`config.mk`:
```
export PLATFORM = sky130hd
export DESIGN_NAME = brf_ctrl
export DESIGN_NICKNAME = d
export VERILOG_FILES = /design/src/design/brf_pkg.sv /design/src/design/brf_ctrl.sv
export SDC_FILE = /design/constraint.sdc
export NUM_CORES = 1
export LEC_CHECK = 0
export ABC_CLOCK_PERIOD_IN_PS = 6500
export BUFFER_PORTS_ARGS = -buffer_cell sky130_fd_sc_hd__clkbuf_2
export CORE_MARGIN = 2
export CORE_UTILIZATION = 25
export DETAILED_ROUTE_END_ITERATION = 12
export SYNTH_ARGS = -nofsm -noshare
export SYNTH_HDL_FRONTEND = slang
export SYNTH_SLANG_ARGS = --single-unit
```
`constraint.sdc`:
```
create_clock -name sys_clk -period 6.5 [get_ports sys_clk]
set_input_delay 0.325 -clock sys_clk [delete_from_list [all_inputs] [get_ports sys_clk]]
set_output_delay 0.325 -clock sys_clk [all_outputs]
set_load 0.05 [all_outputs]
```
`src/design/brf_pkg.sv`:
```
// Purpose: Shared constants and carrier types of the boot ROM/Flash interface.
// Assumes: 32-bit APB register slave, 100 MHz sys_clk.
// Notes: Base addresses are held in 1MB units (address bits 31:20).
`default_nettype none
package brf_pkg;
  // APB register offsets, one aligned word each
  localparam logic [7:0] BRF_OFF_CTRL_A = 8'h00;
  localparam logic [7:0] BRF_OFF_BASE_A = 8'h04;
  localparam logic [7:0] BRF_OFF_CTRL_B = 8'h08;
  localparam logic [7:0] BRF_OFF_BASE_B = 8'h0C;
  // Control register field positions
  localparam int BRF_CTRL_EN = 0;
  localparam int BRF_CTRL_WE = 1;
  localparam int BRF_CTRL_RV = 2;
  localparam int BRF_CTRL_WIDTH = 3;
  localparam int BRF_CTRL_SIZE_LSB = 4;
  localparam int BRF_CTRL_TIME_LSB = 8;
  localparam int BRF_BASE_LSB = 20;
  // Reset values of the base, size and access time fields
  localparam logic [11:0] BRF_BASE_A_SMALL = 12'hFF0;
  localparam logic [11:0] BRF_BASE_A_LARGE = 12'hF40;
  localparam logic [11:0] BRF_BASE_B_RST = 12'hFF8;
  localparam logic [2:0] BRF_SIZE_RST = 3'h0;
  localparam logic [3:0] BRF_TIME_RST = 4'hF;
  // Reset vector window, first 1MB of a block
  localparam logic [11:0] BRF_RV_WINDOW = 12'hFFF;
  // Transfer sizes accepted for writes
  localparam logic [3:0] BRF_WR_SIZE_NARROW = 4'h1;
  localparam logic [3:0] BRF_WR_SIZE_WIDE = 4'h4;
  // Pin data passes two flops before use
  localparam logic [4:0] BRF_SYNC_LAT = 5'h2;
  localparam logic [1:0] BRF_LAST_STEP = 2'h3;
  localparam logic [1:0] BRF_LAST_BEAT = 2'h3;

  typedef enum logic [1:0] {
    BRF_ST_IDLE = 2'b00,
    BRF_ST_RUN = 2'b01,
    BRF_ST_ACK = 2'b10
  } brf_state_t;

  // Software view of one block
  typedef struct packed {
    logic en;
    logic we;
    logic rv;
    logic wide;
    logic [2:0] size;
    logic [3:0] atime;
    logic [11:0] base;
  } brf_blk_t;

  // Processor request, held until the final acknowledge
  typedef struct packed {
    logic valid;
    logic wr;
    logic burst;
    logic [3:0] size;
    logic [31:0] addr;
    logic [63:0] wdata;
  } brf_cpu_req_t;

  typedef struct packed {
    logic ack;
    logic last;
    logic [63:0] rdata;
  } brf_cpu_rsp_t;

  // Device side pins: upper half is data bits 63:32
  typedef struct packed {
    logic [22:0] addr;
    logic ce_a;
    logic ce_b;
    logic oe;
    logic we;
    logic upper;
    logic lower;
    logic [63:0] wdata;
    logic wdata_oe;
  } brf_flash_t;

  // Jumper straps
  typedef struct packed {
    logic rv_a;
    logic rv_b;
    logic wide_a;
    logic wide_b;
    logic big_a;
  } brf_strap_t;
endpackage : brf_pkg
`default_nettype wire

```
`src/design/brf_ctrl.sv`:
```
// Purpose: Boot ROM/Flash controller: decode, enables, width handling, access timing.
// Assumes: Processor holds its request until acknowledged; straps steady around reset.
// Notes: No ECC on this path; straps and pin data pass two flops first.
`timescale 1ns/10ps
`default_nettype none
module brf_ctrl
  import brf_pkg::*;
(
  input wire logic sys_clk,
  input wire logic reset,
  input wire logic psel,
  input wire logic penable,
  input wire logic pwrite,
  input wire logic [31:0] paddr,
  input wire logic [31:0] pwdata,
  output logic [31:0] prdata,
  output logic pready,
  output logic pslverr,
  input wire brf_strap_t strap_pins,
  input wire brf_cpu_req_t cpu_req,
  output brf_cpu_rsp_t cpu_rsp,
  output logic cpu_sel,
  output brf_flash_t flash_out,
  input wire logic [63:0] flash_rdata
);

  typedef struct packed {
    brf_state_t st;
    brf_blk_t blk_a;
    brf_blk_t blk_b;
    brf_strap_t strap_s1;
    brf_strap_t strap_s2;
    logic [63:0] rd_s1;
    logic [63:0] rd_s2;
    logic [31:0] prdata;
    logic cur_b;
    logic cur_wide;
    logic cur_wr;
    logic cur_multi;
    logic [25:0] off;
    logic [1:0] step;
    logic [1:0] beat;
    logic [4:0] cnt;
    logic [63:0] rbuf;
    brf_cpu_rsp_t rsp;
    brf_flash_t fl;
  } brf_regs_t;

  brf_regs_t r_q;
  brf_regs_t r_d;

  // Address match of a block at its base, size sets the compared bits
  // Base bits below the block size are ignored, so a block sits on its own boundary
  function automatic logic base_hit(input brf_blk_t b, input logic [31:0] a);
    logic [11:0] m;
    m = 12'hFFF << b.size;
    return (a[31:20] & m) == (b.base & m);
  endfunction

  // Offset inside a block for a normal decode
  // Bits above the block size are dropped, so a small block repeats nowhere inside it
  function automatic logic [25:0] blk_off(input brf_blk_t b, input logic [31:0] a);
    logic [11:0] m;
    m = 12'hFFF << b.size;
    return {a[25:20] & ~m[5:0], a[19:0]};
  endfunction

  // Packing of the control word seen by software
  function automatic logic [31:0] ctrl_word(input brf_blk_t b);
    logic [31:0] w;
    // Unused bits read as zero
    w = 32'h0000_0000;
    w[BRF_CTRL_EN] = b.en;
    w[BRF_CTRL_WE] = b.we;
    w[BRF_CTRL_RV] = b.rv;
    w[BRF_CTRL_WIDTH] = b.wide;
    w[BRF_CTRL_SIZE_LSB +: 3] = b.size;
    w[BRF_CTRL_TIME_LSB +: 4] = b.atime;
    return w;
  endfunction

  // Software update of a block; width stays as strapped
  function automatic brf_blk_t ctrl_wr(input brf_blk_t b, input logic [31:0] w);
    brf_blk_t n;
    n = b;
    n.en = w[BRF_CTRL_EN];
    n.we = w[BRF_CTRL_WE];
    n.rv = w[BRF_CTRL_RV];
    // Code 7 would span 128MB and alias beyond a block's reach, so it is held at 64MB
    n.size = (w[BRF_CTRL_SIZE_LSB +: 3] == 3'h7) ? 3'h6 : w[BRF_CTRL_SIZE_LSB +: 3];
    n.atime = w[BRF_CTRL_TIME_LSB +: 4];
    return n;
  endfunction

  // Cycles one device access holds its strobes, pin sync included
  // The sync flops add latency the count must cover, else stale pin data is taken
  function automatic logic [4:0] acc_cycles(input brf_blk_t b);
    logic [4:0] t;
    t = (b.atime == 4'h0) ? 5'h01 : {1'b0, b.atime};
    return t + BRF_SYNC_LAT - 5'h01;
  endfunction

  // Narrow device address: bus bits 23:3 joined with the two lowest
  // Bit 2 picks the half, so it never reaches the device address
  function automatic logic [22:0] narrow_addr(input logic [25:0] o, input logic [1:0] s);
    return {o[23:3], s};
  endfunction

  logic rd_a;
  logic rd_b;
  logic any_a;
  logic any_b;
  logic rv_hit_a;
  logic rv_hit_b;
  logic take_b;
  brf_blk_t cur_blk;
  logic wr_ok;

  // Decode: normal reads need the enable, writes need either enable
  // The window compares all top twelve bits, whatever size is programmed
  always_comb begin
    rv_hit_a = r_q.blk_a.rv && (cpu_req.addr[31:20] == BRF_RV_WINDOW);
    rv_hit_b = r_q.blk_b.rv && (cpu_req.addr[31:20] == BRF_RV_WINDOW);
    rd_a = (r_q.blk_a.en && base_hit(r_q.blk_a, cpu_req.addr)) || rv_hit_a;
    rd_b = (r_q.blk_b.en && base_hit(r_q.blk_b, cpu_req.addr)) || rv_hit_b;
    any_a = cpu_req.wr ? ((r_q.blk_a.en || r_q.blk_a.we) && base_hit(r_q.blk_a, cpu_req.addr)) || rv_hit_a
                       : rd_a;
    any_b = cpu_req.wr ? ((r_q.blk_b.en || r_q.blk_b.we) && base_hit(r_q.blk_b, cpu_req.addr)) || rv_hit_b
                       : rd_b;
    // Block A wins an overlap so a single block ever answers
    take_b = !any_a && any_b;
    // Tells the processor bus that this controller owns the cycle
    cpu_sel = cpu_req.valid && (any_a || any_b);
  end

  // Write acceptance by the strapped width and the write enable
  // A refused write still ends on the bus, it only never strobes the device
  always_comb begin
    cur_blk = take_b ? r_q.blk_b : r_q.blk_a;
    if (cur_blk.wide) begin
      wr_ok = cur_blk.we && (cpu_req.size == BRF_WR_SIZE_WIDE) && (cpu_req.addr[1:0] == 2'b00);
    end else begin
      wr_ok = cur_blk.we && (cpu_req.size == BRF_WR_SIZE_NARROW);
    end
  end

  // APB: zero-wait access phase, read word latched in setup
  // Error response is combinational so it stands in the very access cycle
  assign pready = 1'b1;
  assign pslverr = psel && penable && !(paddr[7:0] inside {BRF_OFF_CTRL_A, BRF_OFF_BASE_A,
                                                          BRF_OFF_CTRL_B, BRF_OFF_BASE_B});
  assign prdata = r_q.prdata;
  assign cpu_rsp = r_q.rsp;
  assign flash_out = r_q.fl;

  brf_blk_t sel_blk;
  logic [25:0] new_off;
  logic [4:0] new_cnt;

  // Next-state of the whole controller
  // Request fields are read live; the master holds them until the last ack
  always_comb begin
    r_d = r_q;
    sel_blk = r_q.cur_b ? r_q.blk_b : r_q.blk_a;
    new_off = 26'h0;
    new_cnt = 5'h00;
    // Synchronisers run through reset so straps are settled at release
    r_d.strap_s1 = strap_pins;
    r_d.strap_s2 = r_q.strap_s1;
    r_d.rd_s1 = flash_rdata;
    r_d.rd_s2 = r_q.rd_s1;
    // Ack and last are one-cycle pulses unless a branch below raises them
    r_d.rsp.ack = 1'b0;
    r_d.rsp.last = 1'b0;

    // Register reads are captured in the setup cycle
    if (psel && !penable) begin
      unique case (paddr[7:0])
        BRF_OFF_CTRL_A: r_d.prdata = ctrl_word(r_q.blk_a);
        BRF_OFF_BASE_A: r_d.prdata = {r_q.blk_a.base, 20'h00000};
        BRF_OFF_CTRL_B: r_d.prdata = ctrl_word(r_q.blk_b);
        BRF_OFF_BASE_B: r_d.prdata = {r_q.blk_b.base, 20'h00000};
        default: r_d.prdata = 32'h0000_0000;
      endcase
    end
    // Register writes take effect on the access edge
    if (psel && penable && pwrite) begin
      unique case (paddr[7:0])
        BRF_OFF_CTRL_A: r_d.blk_a = ctrl_wr(r_q.blk_a, pwdata);
        BRF_OFF_BASE_A: r_d.blk_a.base = pwdata[31:BRF_BASE_LSB];
        BRF_OFF_CTRL_B: r_d.blk_b = ctrl_wr(r_q.blk_b, pwdata);
        BRF_OFF_BASE_B: r_d.blk_b.base = pwdata[31:BRF_BASE_LSB];
        default: ;
      endcase
    end

    // Data path moves raw device bits, no check bits anywhere
    unique case (r_q.st)
      BRF_ST_IDLE: begin
        if (cpu_req.valid && (any_a || any_b)) begin
          new_off = (take_b ? rv_hit_b : rv_hit_a) ? {6'h00, cpu_req.addr[19:0]}
                                                   : blk_off(cur_blk, cpu_req.addr);
          new_cnt = acc_cycles(cur_blk);
          r_d.cur_b = take_b;
          r_d.cur_wide = cur_blk.wide;
          r_d.cur_wr = cpu_req.wr;
          r_d.off = new_off;
          r_d.beat = 2'h0;
          r_d.cnt = new_cnt;
          r_d.rbuf = 64'h0;
          r_d.fl.ce_a = !take_b;
          r_d.fl.ce_b = take_b;
          // Writes are one device access each; burst writes are not supported
          if (cpu_req.wr) begin
            if (wr_ok) begin
              r_d.st = BRF_ST_RUN;
              r_d.fl.we = 1'b1;
              r_d.fl.wdata_oe = 1'b1;
              r_d.fl.upper = !new_off[2];
              r_d.fl.lower = new_off[2];
              if (cur_blk.wide) begin
                r_d.fl.addr = new_off[25:3];
                // Both halves carry the word; only the selected half is strobed
                r_d.fl.wdata = new_off[2] ? {2{cpu_req.wdata[31:0]}} : {2{cpu_req.wdata[63:32]}};
              end else begin
                r_d.fl.addr = narrow_addr(new_off, new_off[1:0]);
                // The addressed byte goes out on both byte lanes
                for (int i = 0; i < 8; i++) begin
                  if (new_off[2:0] == 3'(i)) begin
                    r_d.fl.wdata = {2{24'h000000, cpu_req.wdata[63 - 8 * i -: 8]}};
                  end
                end
              end
            end else begin
              // Refused write: answered at once, no strobe reaches the device
              r_d.st = BRF_ST_ACK;
              r_d.fl.ce_a = 1'b0;
              r_d.fl.ce_b = 1'b0;
              r_d.rsp.ack = 1'b1;
              r_d.rsp.last = 1'b1;
            end
          end else begin
            r_d.st = BRF_ST_RUN;
            r_d.fl.oe = 1'b1;
            // Both halves are read; capture keeps both, none is picked by the offset
            r_d.fl.upper = 1'b1;
            r_d.fl.lower = 1'b1;
            // Narrow reads wider than a byte walk all four byte slots
            r_d.cur_multi = !cur_blk.wide && (cpu_req.burst || cpu_req.size != 4'h1);
            r_d.step = (!cur_blk.wide && !cpu_req.burst && cpu_req.size == 4'h1) ? new_off[1:0] : 2'h0;
            if (cpu_req.burst) begin
              r_d.off = {new_off[25:5], 5'h00};
            end
            if (cur_blk.wide) begin
              r_d.fl.addr = cpu_req.burst ? {new_off[25:5], 2'h0} : new_off[25:3];
            end else begin
              r_d.fl.addr = narrow_addr(cpu_req.burst ? {new_off[25:5], 5'h00} : new_off,
                                        (cpu_req.burst || cpu_req.size != 4'h1) ? 2'h0 : new_off[1:0]);
            end
          end
        end
      end
      BRF_ST_RUN: begin
        // Strobes and address stand still while the access time counts down
        if (r_q.cnt != 5'h00) begin
          r_d.cnt = r_q.cnt - 5'h01;
        end else if (r_q.cur_wr) begin
          // Single device write finished
          r_d.st = BRF_ST_ACK;
          r_d.fl = '0;
          r_d.rsp.ack = 1'b1;
          r_d.rsp.last = 1'b1;
        end else begin
          r_d.cnt = acc_cycles(sel_blk);
          if (r_q.cur_wide) begin
            // A wide access returns the whole doubleword at once
            r_d.rbuf = r_q.rd_s2;
          end else begin
            // Upper byte fills slot step, lower byte fills slot step+4
            for (int i = 0; i < 4; i++) begin
              if (r_q.step == 2'(i)) begin
                r_d.rbuf[63 - 8 * i -: 8] = r_q.rd_s2[39:32];
                r_d.rbuf[31 - 8 * i -: 8] = r_q.rd_s2[7:0];
              end
            end
          end
          if (r_q.cur_multi && r_q.step != BRF_LAST_STEP) begin
            r_d.step = r_q.step + 2'h1;
            r_d.fl.addr = narrow_addr(r_q.off, r_q.step + 2'h1);
          end else begin
            // One beat complete: hand data out
            r_d.rsp.ack = 1'b1;
            r_d.rsp.rdata = r_d.rbuf;
            if (cpu_req.burst && r_q.beat != BRF_LAST_BEAT) begin
              r_d.beat = r_q.beat + 2'h1;
              r_d.step = 2'h0;
              // Next doubleword of the burst; strobes stay up between beats
              r_d.off = r_q.off + 26'h0000008;
              r_d.fl.addr = r_q.cur_wide ? r_d.off[25:3] : narrow_addr(r_d.off, 2'h0);
            end else begin
              r_d.st = BRF_ST_ACK;
              r_d.rsp.last = 1'b1;
              r_d.fl = '0;
            end
          end
        end
      end
      BRF_ST_ACK: begin
        // Lets the master drop the finished request
        r_d.st = BRF_ST_IDLE;
      end
      default: r_d.st = BRF_ST_IDLE;
    endcase

    // Reset: enables cleared, straps captured from the settled flops
    // Reset must last three edges, or the straps are still unknown here
    if (reset) begin
      r_d.st = BRF_ST_IDLE;
      r_d.prdata = 32'h0000_0000;
      r_d.cur_b = 1'b0;
      r_d.cur_wide = 1'b0;
      r_d.cur_wr = 1'b0;
      r_d.cur_multi = 1'b0;
      r_d.off = 26'h0;
      r_d.step = 2'h0;
      r_d.beat = 2'h0;
      r_d.cnt = 5'h00;
      r_d.rbuf = 64'h0;
      r_d.rsp = '0;
      r_d.fl = '0;
      r_d.blk_a.en = 1'b0;
      r_d.blk_a.we = 1'b0;
      r_d.blk_b.en = 1'b0;
      r_d.blk_b.we = 1'b0;
      r_d.blk_a.rv = r_q.strap_s2.rv_a;
      r_d.blk_b.rv = r_q.strap_s2.rv_b;
      r_d.blk_a.wide = r_q.strap_s2.wide_a;
      r_d.blk_b.wide = r_q.strap_s2.wide_b;
      r_d.blk_a.size = BRF_SIZE_RST;
      r_d.blk_b.size = BRF_SIZE_RST;
      r_d.blk_a.atime = BRF_TIME_RST;
      r_d.blk_b.atime = BRF_TIME_RST;
      r_d.blk_a.base = r_q.strap_s2.big_a ? BRF_BASE_A_LARGE : BRF_BASE_A_SMALL;
      r_d.blk_b.base = BRF_BASE_B_RST;
    end
  end

  // Single state register
  // No reset term here: reset acts through the next-state logic
  always_ff @(posedge sys_clk) begin
    r_q <= r_d;
  end

endmodule // brf_ctrl
`default_nettype wire

```
==> impl_metrics.toml <==
[critical_path]
reg2reg_depth = 8
path_class = "flip-flop to flip-flop"
cp.arrival_ns = 4.62
crit_required_ns = 6.94
slowest_stage = "nand3_1"
reg2reg_slack_ns = 2.31
worstPathCellList = "a21oi_1, nor4_1, a32o_1, nand3_1, nand3_1, nand3_1, a21oi_1, a211oi_1"
slowest_delay_ns = 0.81
r2r-end = "flash_out[87]"
cp_max_fo = 23
end_kind = "flip-flop"
path_common_cell = "nand3_1"
setup.worst_path.start_class = "flip-flop"
r2r-start = "r_q[454]"

[place]
place_inst = 3548
dp_hpwl_microns = 47100
numPortBuffers = 391
gp_congestion = 0.903
pre_cts_ws_ns = 2.11
place_area_sq_um = 22000

[clocking]
clockRootBuffer = "clkbuf_16"
hold_buffers = 91
cts.sinks = 436
cts_tree = "yes"
post_cts_resized = 0
cts_setup_buffers = 0
clock_path_buffers = 3
clk_pin_slew_ns = 0.06
clkLatencyLatePin_ns = 0.64
cts_buffers = 51
h-tree-depth = 2

[synthesis]
synth_top_area_cell = "dfxtp_1"
yosys_register_bits = 436
avgSynthCellArea_sq_um = 8.48
synth-edff-count = 16
ys_types = 80
synth_top_area_share_pct = 40.9
synth.most_common_cell = "dfxtp_1"
ys.flop_type = "dfxtp_1"
yosys_warnings = 0
ys_top_cells_by_area = "dfxtp_1, buf_4, nor2_1, a21oi_1, mux2i_1"
synth.top_cells.by_count = "dfxtp_1, nor2_1, a21oi_1"
async_reset_ff_share_pct = 0
netlist_area_sq_um = 20600
syn_inst = 2425
ys_seq_area_share_pct = 43.2

[power]
power_frac_clock_pct = 50.2
power.density_nw_per_um2 = 253
p_sw_share_pct = 23.9
p_leak_nw = 9.70
switchingPower_mw = 1.50
pwr-share-comb_pct = 5.7
power.internal_mw = 4.78
power.share.sequential_pct = 44.1
total_power_mw = 6.28
ir_drop_uv = 211

[sta]
fin_worst_skew_ns = 0.0568
hold_violations = 0
max_freq_mhz = 239
rsz0062_at_grt = "false"
setup_tns_ns = 0
finalMaxSlewViolations = 0
final.min_clock_period_ns = 4.19
setup_viol = 0
final.period_utilization_pct = 64.4
whs_ns = 0.0786
worst_pin_slew_ns = 1.32
layout_setup_ws_ns = 2.31
slew_headroom_pct = 11.9

[finish]
regArea_sq_um = 8890
fin_area_sq_um = 24800
syn_to_final_growth_pct = 20.7
nFillCells = 8661
multi_input_area_sq_um = 9460
layout.nets = 2870
drive_above_1_share_pct = 21.5
finalNonFillerCells = 3737
final_util_pct = 30.4

[floorplan]
start_util_pct = 25.2
top_level_ports = 436
rows = 105
core_area_sq_um = 81700
die_area_sq_um = 84600
dieWidth_microns = 291
die_h_microns = 291

[detailed_routing]
via_per_inst = 4.86
ant_nets = 0
num_vias = 18200
routed_wl_microns = 69500
first_pass_iters = 5
routedWlPerCell_microns = 18.6
drt-initial-drc-count = 1143
drc = 0

[min_path]
hold_class = "input pin to flip-flop"
hold_depth = 3
hold_path_startpoint = "cpu_req[79]"
holdPathEnd = "r_q[248]"

[grt]
grt_start_max_net_pins = 178
antenna_found_initial = 4
grt_overflow = 0
grt_pass1_vias = 17500
grtUsageTotal_pct = 15.8
grt_pass1_wl_microns = 106000

[job]
drv_cap = 0

[run_status]
outcome = "finished clean"
[kinds of logic after synthesis]
group                      share of synthesized area (%)
muxes                                               6.52
AOI/OAI and AO/OA                                   19.8
other                                             0.0365
adders and majority gates                          0.426
DFF                                                 43.2
and+or+nand+nor                                     17.0
xor gates and xnor gates                            1.92
buffers and inverters                               11.1
[worst max-delay path, delay by kind of cell (launching register included)]
family / cells / cell delay [ns]
AOI/OAI and AO/OA: 4 / 1.09
DFF: 1 / 0.43
and+or+nand+nor: 4 / 2.48
[how the worst max path moves through the flow]
stage	startpoint	endpoint	slack, ns	depth (start not counted)
after floorplan	cpu_req[87]	flash_out[35]	3.27	11
after CTS	r_q[454]	flash_out[87]	2.39	8
final	r_q[454]	flash_out[87]	2.31	8
after global placement	cpu_req[101]	flash_out[86]	2.13	9
after detailed placement	cpu_req[101]	flash_out[91]	2.11	9
after global routing	r_q[450]	flash_out[83]	1.96	8
[layer usage]
layer	wire, microns	up-vias	global-route usage [%]
met2	33200	697	27.1
met1	28900	8570	19.2
met3	4860	136	3.63
met5	7	-	0
met4	2590	2	6.18
li1	-	8755	-
[state kept, by name, summed over array words and instances (netlist names)]
signal     flops
cpu_rsp       66
prdata        23
r_d           69
flash_out     61
r_q          217
[cells in the final DEF (no fill, tap or decap), types with 8 or more instances in the layout]
cell type,instances
a211o_1,12
a211oi_1,34
a21o_1,9
a21oi_1,266
a221oi_1,8
a22oi_1,55
a311oi_1,29
a31oi_1,13
and2_1,10
and3_1,11
buf_4,34
bufinv_16,8
clkbuf_16,51
clkbuf_2,390
clkbuf_8,9
clkinv_2,11
conb_1,10
dfxtp_1,419
dlygate4sd3_1,91
edfxtp_1,16
inv_1,21
mux2_2,25
mux2i_1,98
nand2_1,130
nand2b_1,10
nand3_1,56
nand3b_1,11
nand4_1,17
nor2_1,375
nor2b_1,25
nor3_1,83
o211ai_1,27
o21ai_0,87
o22a_1,11
xnor2_1,26
xor2_1,19
[area by class of cell]
cell class	instances	area share [%]
tap	1070	5.40
inverter	21	0.318
timing repair buffer	517	12.7
sequential	436	35.8
clock inverter	32	1.89
multi-input combinational	1595	38.1
antenna	3	0.0303
clock buffer	63	5.69
[power groups by stage]
stage	clock network, mW	registers [mW]	logic [mW]
after CTS	3.24	2.77	0.358
after detailed placement	0	2.83	0.312
final	3.15	2.77	0.358
after floorplan	0	2.81	0.180
after global routing	3.35	2.78	0.387
after global placement	0	2.83	0.313
Note: power is estimated with default switching activity, not from simulation.
